--- config.mk ---
export PLATFORM = sky130hd
export DESIGN_NAME = aphp_port
export DESIGN_NICKNAME = d
export VERILOG_FILES = /design/src/hdl/aphp_pkg.sv /design/src/hdl/aphp_port.sv
export SDC_FILE = /design/constraint.sdc
export NUM_CORES = 1
export LEC_CHECK = 0
export ABC_AREA = 1
export BUFFER_PORTS_ARGS = -buffer_cell sky130_fd_sc_hd__buf_2
export CAP_MARGIN = 25
export CORE_ASPECT_RATIO = 1.25
export CORE_MARGIN = 2
export CORE_UTILIZATION = 55
export CTS_CLUSTER_SIZE = 20
export DETAILED_ROUTE_END_ITERATION = 10
export PLACE_DENSITY = 0.81
export REMOVE_ABC_BUFFERS = 1
export SYNTH_ARGS = -nofsm -noshare
export SYNTH_HDL_FRONTEND = slang
export SYNTH_SLANG_ARGS = --single-unit
--- constraint.sdc ---
create_clock -name clk_sys_i -period 3.8 [get_ports clk_sys_i]
set_input_delay 0.38 -clock clk_sys_i [delete_from_list [all_inputs] [get_ports clk_sys_i]]
set_output_delay 0.38 -clock clk_sys_i [all_outputs]
set_load 0.1 [all_outputs]
--- src/hdl/aphp_pkg.sv ---
// constants for the converter parallel host port
package aphp_pkg;
    // ----------------------------------------------------------------
    // data format
    // ----------------------------------------------------------------
    localparam int RESULT_W = 12;
    localparam int NIB_W    = 4;
    localparam logic [11:0] RESULT_RST = 12'h000;
    localparam logic [3:0]  NIB_ZERO   = 4'h0;

    // ----------------------------------------------------------------
    // timing
    // ----------------------------------------------------------------
    localparam int CLK_PERIOD_NS   = 8;
    localparam int CONV_TIME_NS    = 2700;
    // longest time: rounds down
    localparam int CONV_CYCLES     = CONV_TIME_NS / CLK_PERIOD_NS;
    localparam int DATA_SETUP_NS   = 90;
    localparam int DATA_SETUP_CYC  = DATA_SETUP_NS / CLK_PERIOD_NS;
    localparam int RD_GAP_NS       = 40;
    // least time: rounds up
    localparam int RD_GAP_CYC      = (RD_GAP_NS + CLK_PERIOD_NS - 1) / CLK_PERIOD_NS;
    localparam int ACQ_NS          = 600;
    localparam int ACQ_CYC         = (ACQ_NS + CLK_PERIOD_NS - 1) / CLK_PERIOD_NS;
    localparam int BIT_CYCLES      = CONV_CYCLES / RESULT_W;
    localparam int CNT_W           = 9;
    localparam logic [8:0] BIT_LAST = 9'(BIT_CYCLES - 1);
    localparam logic [3:0] BIT_TOP  = 4'(RESULT_W - 1);

    typedef enum logic [0:0] {ST_IDLE, ST_CONV} aphp_state_t;
endpackage : aphp_pkg

--- src/hdl/aphp_port.sv ---
// parallel read and conversion-start port of a 12-bit sampling converter
`timescale 1ns/1ns
// Overview of operation
// RULE_01: read strobe and upper byte select ignored unless chip select low.
// RULE_02: falling read strobe starts conversion when chip select and byte select low.
// RULE_03: read with upper byte select high only reads data, never starts.
// RULE_04: data outputs driven only while chip select and read strobe low.
// RULE_05: busy low throughout a conversion, high otherwise.
// RULE_06: byte select low: lines carry result bits 11 down to 0.
// RULE_07: byte select high: bits 11..8, four zeros, bits 11..8 again.
// RULE_08: host leaves at least 40 ns between read strobe pulses.
// RULE_09: new result valid on outputs within 90 ns after busy rises.
// RULE_10: conversion start clears approximation register and enables outputs.
// RULE_11: start conditions ignored while a conversion is under way.
// RULE_12: host allows 600 ns acquisition between conversions.
// RULE_13: result bit 11 is the most significant bit.
// RULE_14: final word latched before busy rises, held until next conversion ends (here latched on the same edge that busy rises).
module aphp_port (
    input  wire logic        clk_sys_i,
    input  wire logic        resetn_i,
    input  wire logic        chip_select_n_i,
    input  wire logic        read_n_i,
    input  wire logic        upper_byte_select_i,
    input  wire logic        comparator_i,
    output logic             busy_n_o,
    output logic [11:0]      data_o,
    output logic [11:0]      data_oe_o
);
    // no conversion clock of its own: bit slots are counted on clk_sys_i
    // comparator_i stands in for the analog compare, taken once per slot
    // ----------------------------------------------------------------
    // state
    // ----------------------------------------------------------------
    aphp_pkg::aphp_state_t state;
    logic [11:0] approximation_register;
    logic [11:0] result;
    logic [3:0]  bit_idx;
    logic [8:0]  bit_cnt;
    logic        read_n_q;
    logic [8:0]  busy_cycles;
    // expected busy-low length: twelve bit slots, the odd budget cycle dropped
    localparam logic [8:0] CONV_LEN = 9'(aphp_pkg::RESULT_W * aphp_pkg::BIT_CYCLES);

    // ----------------------------------------------------------------
    // byte view of a result word
    // ----------------------------------------------------------------
    // upper nibble repeated on the shared low lines, middle lines low
    function automatic logic [11:0] byte_view(input logic [11:0] word, input logic upper);
        return upper ? {word[11:8], aphp_pkg::NIB_ZERO, word[11:8]} : word;   // RULE_07
    endfunction : byte_view

    // ----------------------------------------------------------------
    // decode
    // ----------------------------------------------------------------
    wire selected   = ~chip_select_n_i;                                // RULE_01
    wire rd_fall    = selected & ~read_n_i & read_n_q;
    wire start_req  = rd_fall & ~upper_byte_select_i;                  // RULE_02 RULE_03
    // a start seen mid conversion is dropped, not queued
    wire start_conv = start_req & (state == aphp_pkg::ST_IDLE);        // RULE_11
    // slot ends after BIT_CYCLES edges; the last budget cycle goes unused
    wire bit_done   = (state == aphp_pkg::ST_CONV) && (bit_cnt == aphp_pkg::BIT_LAST);
    wire last_bit   = bit_done && (bit_idx == 4'h0);
    wire [11:0] trial_mask = 12'h001 << bit_idx;
    // msb decided first, bit 11 is the top weight
    wire [11:0] decided = comparator_i ? approximation_register
                                       : (approximation_register & ~trial_mask); // RULE_13
    wire [11:0] next_sar = bit_idx == 4'h0 ? decided : (decided | (trial_mask >> 1));
    wire [11:0] held_view = byte_view(result, upper_byte_select_i);         // RULE_06 RULE_07
    wire [11:0] done_view = byte_view(decided, upper_byte_select_i);        // RULE_09
    // the word just decided goes out on the edge that ends busy
    wire [11:0] next_data = last_bit ? done_view : held_view;
    wire drive = selected & ~read_n_i;                                       // RULE_04

    // ----------------------------------------------------------------
    // strobe edge history
    // ----------------------------------------------------------------
    always_ff @(posedge clk_sys_i or negedge resetn_i) begin
        if (!resetn_i) begin
            read_n_q <= 1'b1;
        end else begin
            // only tracked while selected so a deselected strobe is no edge
            read_n_q <= read_n_i | chip_select_n_i;
        end
    end

    // ----------------------------------------------------------------
    // successive approximation sequencer
    // ----------------------------------------------------------------
    // trial word starts with only the top bit set, lower bits clear
    always_ff @(posedge clk_sys_i or negedge resetn_i) begin
        if (!resetn_i) begin
            state                  <= aphp_pkg::ST_IDLE;
            approximation_register <= 12'h000;
            bit_idx                <= 4'h0;
            bit_cnt                <= 9'h000;
        end else if (start_conv) begin
            state                  <= aphp_pkg::ST_CONV;
            approximation_register <= 12'h800;                         // RULE_10
            bit_idx                <= aphp_pkg::BIT_TOP;
            bit_cnt                <= 9'h000;
        end else if (state == aphp_pkg::ST_CONV) begin
            bit_cnt <= bit_done ? 9'h000 : bit_cnt + 9'h001;
            if (bit_done) begin
                approximation_register <= next_sar;
                bit_idx                <= bit_idx - 4'h1;
                if (last_bit) begin
                    state <= aphp_pkg::ST_IDLE;
                end
            end
        end
    end

    // ----------------------------------------------------------------
    // output latch, busy and bus
    // ----------------------------------------------------------------
    // result moves only on the last decision: a read mid conversion sees the old word
    always_ff @(posedge clk_sys_i or negedge resetn_i) begin
        if (!resetn_i) begin
            result <= aphp_pkg::RESULT_RST;
        end else if (last_bit) begin
            result <= decided;                                          // RULE_14
        end
    end

    // busy rises together with the latched word, so data leads busy by zero cycles
    assign busy_n_o = (state != aphp_pkg::ST_CONV);                    // RULE_05 RULE_09
    always_ff @(posedge clk_sys_i or negedge resetn_i) begin
        if (!resetn_i) begin
            data_o <= 12'h000;
        end else begin
            data_o <= next_data;
        end
    end
    // enable is combinational; data lags a change of byte select by one cycle
    assign data_oe_o = {12{drive}};                                    // RULE_04 RULE_10

    // ----------------------------------------------------------------
    // conversion length watch, read by the checks only
    // ----------------------------------------------------------------
    // counts busy-low cycles so the length check needs no long repetition
    always_ff @(posedge clk_sys_i or negedge resetn_i) begin
        if (!resetn_i) begin
            busy_cycles <= 9'h000;
        end else begin
            busy_cycles <= busy_n_o ? 9'h000 : busy_cycles + 9'h001;
        end
    end

    // ----------------------------------------------------------------
    // checks
    // ----------------------------------------------------------------
    chk_busy_low_conv: assert property (@(posedge clk_sys_i) disable iff (!resetn_i) // RULE_05
        start_conv |=> !busy_n_o [*8]) else $error("busy not low during conversion");
    chk_no_start_hbe: assert property (@(posedge clk_sys_i) disable iff (!resetn_i) // RULE_03
        (busy_n_o && upper_byte_select_i) |=> busy_n_o) else $error("start with byte select high");
    chk_no_start_desel: assert property (@(posedge clk_sys_i) disable iff (!resetn_i) // RULE_01
        (busy_n_o && chip_select_n_i) |=> busy_n_o) else $error("start while deselected");
    chk_start_on_fall: assert property (@(posedge clk_sys_i) disable iff (!resetn_i) // RULE_02
        (busy_n_o && start_req) |=> !busy_n_o) else $error("start missed");
    chk_oe_follows: assert property (@(posedge clk_sys_i) disable iff (!resetn_i) // RULE_04
        data_oe_o == {12{!chip_select_n_i && !read_n_i}}) else $error("bus enable wrong");
    chk_sar_clear: assert property (@(posedge clk_sys_i) disable iff (!resetn_i) // RULE_10
        start_conv |=> approximation_register == 12'h800) else $error("register not cleared");
    chk_no_restart: assert property (@(posedge clk_sys_i) disable iff (!resetn_i) // RULE_11
        (!busy_n_o && !last_bit) |=> $stable(bit_idx) || bit_idx == $past(bit_idx) - 4'h1)
        else $error("conversion restarted");
    chk_result_held: assert property (@(posedge clk_sys_i) disable iff (!resetn_i) // RULE_14
        !last_bit |=> $stable(result)) else $error("result changed mid conversion");
    chk_hi_view: assert property (@(posedge clk_sys_i) disable iff (!resetn_i) // RULE_07
        (busy_n_o && $past(busy_n_o) && $stable(upper_byte_select_i) && upper_byte_select_i)
        |-> data_o == {result[11:8], 4'h0, result[11:8]}) else $error("byte view wrong");
    chk_data_at_busy: assert property (@(posedge clk_sys_i) disable iff (!resetn_i) // RULE_09
        $rose(busy_n_o) && !$past(upper_byte_select_i) |-> data_o == result)
        else $error("data late after busy");
    // bus view, latch and strobe history
    chk_full_view: assert property (@(posedge clk_sys_i) disable iff (!resetn_i) // RULE_06
        (busy_n_o && $past(busy_n_o) && $stable(upper_byte_select_i) && !upper_byte_select_i)
        |-> data_o == result) else $error("full word view wrong");
    chk_latch_first: assert property (@(posedge clk_sys_i) disable iff (!resetn_i) // RULE_14
        last_bit |=> busy_n_o && result == $past(decided))
        else $error("word not latched as busy rises");
    chk_desel_quiet: assert property (@(posedge clk_sys_i) disable iff (!resetn_i) // RULE_01
        chip_select_n_i |-> data_oe_o == 12'h000)
        else $error("bus driven while deselected");
    chk_rd_hist: assert property (@(posedge clk_sys_i) disable iff (!resetn_i) // RULE_01
        chip_select_n_i |=> read_n_q)
        else $error("deselected strobe kept as edge");
    chk_oe_on_start: assert property (@(posedge clk_sys_i) disable iff (!resetn_i) // RULE_10
        start_conv |-> data_oe_o == 12'hFFF)
        else $error("bus not enabled at start");

    // sequencer
    chk_conv_len: assert property (@(posedge clk_sys_i) disable iff (!resetn_i) // RULE_05
        $rose(busy_n_o) |-> busy_cycles == CONV_LEN)
        else $error("busy low for wrong number of cycles");
    chk_slot_restart: assert property (@(posedge clk_sys_i) disable iff (!resetn_i) // RULE_05
        bit_done && !last_bit |=> !busy_n_o && bit_cnt == 9'h000)
        else $error("bit slot did not restart");
    chk_msb_first: assert property (@(posedge clk_sys_i) disable iff (!resetn_i) // RULE_13
        start_conv |=> bit_idx == aphp_pkg::BIT_TOP)
        else $error("first trial not the top bit");
    chk_bit_decide: assert property (@(posedge clk_sys_i) disable iff (!resetn_i) // RULE_13
        bit_done |=> approximation_register[$past(bit_idx)] == $past(comparator_i))
        else $error("trial bit not set by comparator");
    chk_idle_hold: assert property (@(posedge clk_sys_i) disable iff (!resetn_i) // RULE_11
        (busy_n_o && !start_conv) |=> $stable(approximation_register) && $stable(bit_cnt))
        else $error("sequencer moved while idle");
    chk_cnt_range: assert property (@(posedge clk_sys_i) disable iff (!resetn_i) // RULE_11
        !busy_n_o |-> bit_cnt <= aphp_pkg::BIT_LAST && bit_idx <= aphp_pkg::BIT_TOP)
        else $error("slot or bit counter out of range");

    // ----------------------------------------------------------------
    // coverage
    // ----------------------------------------------------------------
    cov_conv: cover property (@(posedge clk_sys_i) disable iff (!resetn_i) $rose(busy_n_o));
    cov_hi_read: cover property (@(posedge clk_sys_i) disable iff (!resetn_i)
        drive && upper_byte_select_i);
    cov_ignored: cover property (@(posedge clk_sys_i) disable iff (!resetn_i)
        start_req && !busy_n_o);
    cov_full_read: cover property (@(posedge clk_sys_i) disable iff (!resetn_i)
        drive && !upper_byte_select_i && busy_n_o);
    cov_desel_strobe: cover property (@(posedge clk_sys_i) disable iff (!resetn_i)
        chip_select_n_i && !read_n_i);
endmodule : aphp_port

==> results.py <==
metrics = {
    "timing": {
        "final-max-slew-violation-count": 0,
        "rsz0062_at_grt": "no",
        "min_period_ns": 1.91,
        "worst_slew_pin_slew_ns": 0.645,
        "setup_violations": 0,
        "final.setup.worst_slack_ns": 1.89,
        "fmax_ghz": 0.523,
        "post-route-period-util_pct": 50.3,
        "hold_viol_final": 0,
        "skew_ns": 0.0120,
        "relSlewSlack_pct": 57.0,
        "finalSetupTns_ns": 0,
    },
    "worst_setup_path": {
        "worstPathArrival_ns": 1.53,
        "ff2ff_path_depth": 7,
        "worst_setup_path_end_kind": "output port",
        "rr_endpoint": "data_o[1]",
        "cp.required_ns": 3.42,
        "critPathLaunch": "chip_select_n_i",
        "r2r-start": "bit_idx[1]",
        "cp-start-kind": "input pin",
        "r2r_slack_ns": 1.94,
        "path_class": "input pin to output port",
        "crit_fanout": 15,
        "crit_end": "data_oe_o[7]",
    },
    "power_and_ir_drop": {
        "combPwrFrac_pct": 12.5,
        "p_int_w": 0.000699,
        "p_seq_share_pct": 54.4,
        "vdd_drop_max_uv": 257,
        "power_density_nw_per_um2": 330,
        "swShare_pct": 30.8,
        "power.share.clock_pct": 33.1,
        "power.switching_w": 0.000311,
        "p_leak_nw": 1.65,
    },
    "cells_and_area": {
        "n_fill_cell": 446,
        "diodes": 0,
        "regArea_um2": 1280,
        "final_util_pct": 60.3,
        "syn2layout_area_growth_pct": 5.34,
        "fin_nets": 398,
        "multi_input_comb_area_um2": 1330,
        "drive_gt1_share_pct": 20.7,
    },
    "die": {
        "core_area_um2": 5080,
        "io_pins": 31,
        "num_rows": 29,
        "die-area_um2": 5890,
        "die_x_um": 69.0,
        "die_y_um": 85.3,
        "start_util_pct": 57.2,
    },
    "logic_synthesis": {
        "synth_area_leaders": "dfrtp_1 43%, nand2_1 18%, nand3_1 5.2%",
        "yosysTopAreaCellShare_pct": 43.0,
        "netlist_area_um2": 2910,
        "synth-main-ff-cell": "dfrtp_1",
        "syn_area_per_cell_um2": 7.81,
        "synth-seq-cells": 51,
        "synthCells": 372,
        "async_reset_ff_share_pct": 100,
        "ys_top_cells_by_count": "136 x nand2_1, 50 x dfrtp_1, 30 x nand3_1",
        "seq_area_frac_synth_pct": 44.0,
        "synth_cell_types": 26,
        "yosysMostFrequentCell": "nand2_1",
        "synth-edff-count": 0,
        "yosys_warnings": 0,
        "yosysTopAreaCell": "dfrtp_1",
    },
    "clock_network": {
        "clk_latency_ns": 0.31,
        "tritoncts": "done",
        "root_buffer": "clkbuf_8",
        "clk_pin_slew_ns": 0.11,
        "cts_hold_buf": 0,
        "cts_buffers": 5,
        "cts_max_level": 2,
        "clkSinkCount": 51,
        "cts_resized": 0,
        "clock_path_buffers": 2,
        "cts_setup_buffers": 0,
    },
    "route": {
        "vias_per_cell": 5.35,
        "post-route-drc-count": 0,
        "ant_nets": 0,
        "finalWirelength_um": 5760,
        "wire_per_inst_um": 12.8,
        "dr.pass1.iters": 4,
        "num_vias": 2403,
        "drtIter0Drc": 167,
    },
    "global_route": {
        "grt_max_degree": 52,
        "grt_pass1_vias": 2328,
        "grt_overflow": 0,
        "track_usage_pct": 21.0,
        "antenna_found_initial": 0,
        "grt_pass1_wl_um": 10100,
    },
    "job": {
        "max_cap_violations": 0,
    },
    "worst_hold_path": {
        "min_path_type": "input pin to async pin",
    },
    "placed_design": {
        "place.port_buffers": 30,
        "dpl.hpwl_um": 4040,
        "place_ws_ns": 1.88,
        "gp_congestion": 0.868,
    },
    "outcome": {
        "status": "finished clean",
    },
}
## sequential cells by signal, indices dropped and copies added (netlist names)
signal	cells
approximation_register	12
bit_cnt	9
bit_idx	4
data_o	12
read_n_q	1
result	12
state	1
## layout make-up
cell class / count / area share, %
Sequential cell: 51 / 41.7
Clock buffer: 5 / 2.25
Tap cell: 62 / 2.53
Timing Repair Buffer: 31 / 5.15
Multi-Input combinational cell: 265 / 43.5
Clock inverter: 3 / 0.858
Inverter: 32 / 3.96
## power by group through the flow
stage / Sequential (W) / Combinational [W] / Clock (W)
after global routing: 0.000550 / 0.000134 / 0.000353
after detailed placement: 0.000560 / 0.000128 / 0
final: 0.000549 / 0.000127 / 0.000334
after CTS: 0.000549 / 0.000128 / 0.000338
after global placement: 0.000560 / 0.000127 / 0
after floorplan: 0.000593 / 0.0000658 / 0
## critical path: stages
cell    delay, ns
buf_2        0.10
nor2_1       0.50
buf_2        0.55
## through the flow
stage                     area (µm²)  power [W]  cells  hold slack, ns
after CTS                       3060    0.00101    449           0.197
after global placement          2970   0.000687    441           0.448
after floorplan                 2730   0.000659    348          0.0844
after global routing            3060    0.00104    449           0.243
final                           3060    0.00101    449           0.159
after detailed placement        2970   0.000688    441           0.456
## cells by family (layout without fill, tap and decap cells)
kind of cell    count (synthesis)  count (layout)  share of synthesized area, %
fa+ha+maj                       6               6                          2.58
simple gates                  230             230                          36.5
buf+inv                        56              71                          10.2
flops                          51              51                          44.0
compound gates                 28              28                          6.50
xor+xnor                        1               1                         0.301
## placed cells by master (no fill, tap or decap), drive strengths merged
cell / netlist / routed
dfstp: 1 / 1
nor2: 33 / 33
clkbuf: 0 / 5
nor3: 1 / 1
clkinv: 1 / 2
nand3: 35 / 35
nand2: 146 / 146
buf: 24 / 31
dfrtp: 50 / 50
a21oi: 1 / 1
o21ai: 27 / 27
xor2: 1 / 1
nand4: 15 / 15
inv: 31 / 33
ha: 6 / 6
## per-layer routing
metal,GRT usage (%),part of all wire [%],routed length [µm],vias up
li1,-,-,-,1194
met1,24.5,42,2400,1139
met2,39.2,52,3000,61
met3,2.38,4.4,256,9
met4,8.56,1.9,111,0
met5,0,0,0,-
## worst min path at each step
stage / slack, ns / from / cells after the start / end
2_1_floorplan: 0.08 / resetn_i / 0 / approximation_register[0]
3_3_place_gp: 0.45 / approximation_register[9] / 2 / approximation_register[9]
3_5_place_dp: 0.46 / approximation_register[10] / 2 / approximation_register[10]
4_1_cts: 0.20 / resetn_i / 2 / bit_cnt[2]
5_1_grt: 0.24 / resetn_i / 2 / bit_cnt[2]
6_report: 0.16 / resetn_i / 2 / bit_cnt[2]
(Power assumes the default switching activity.)
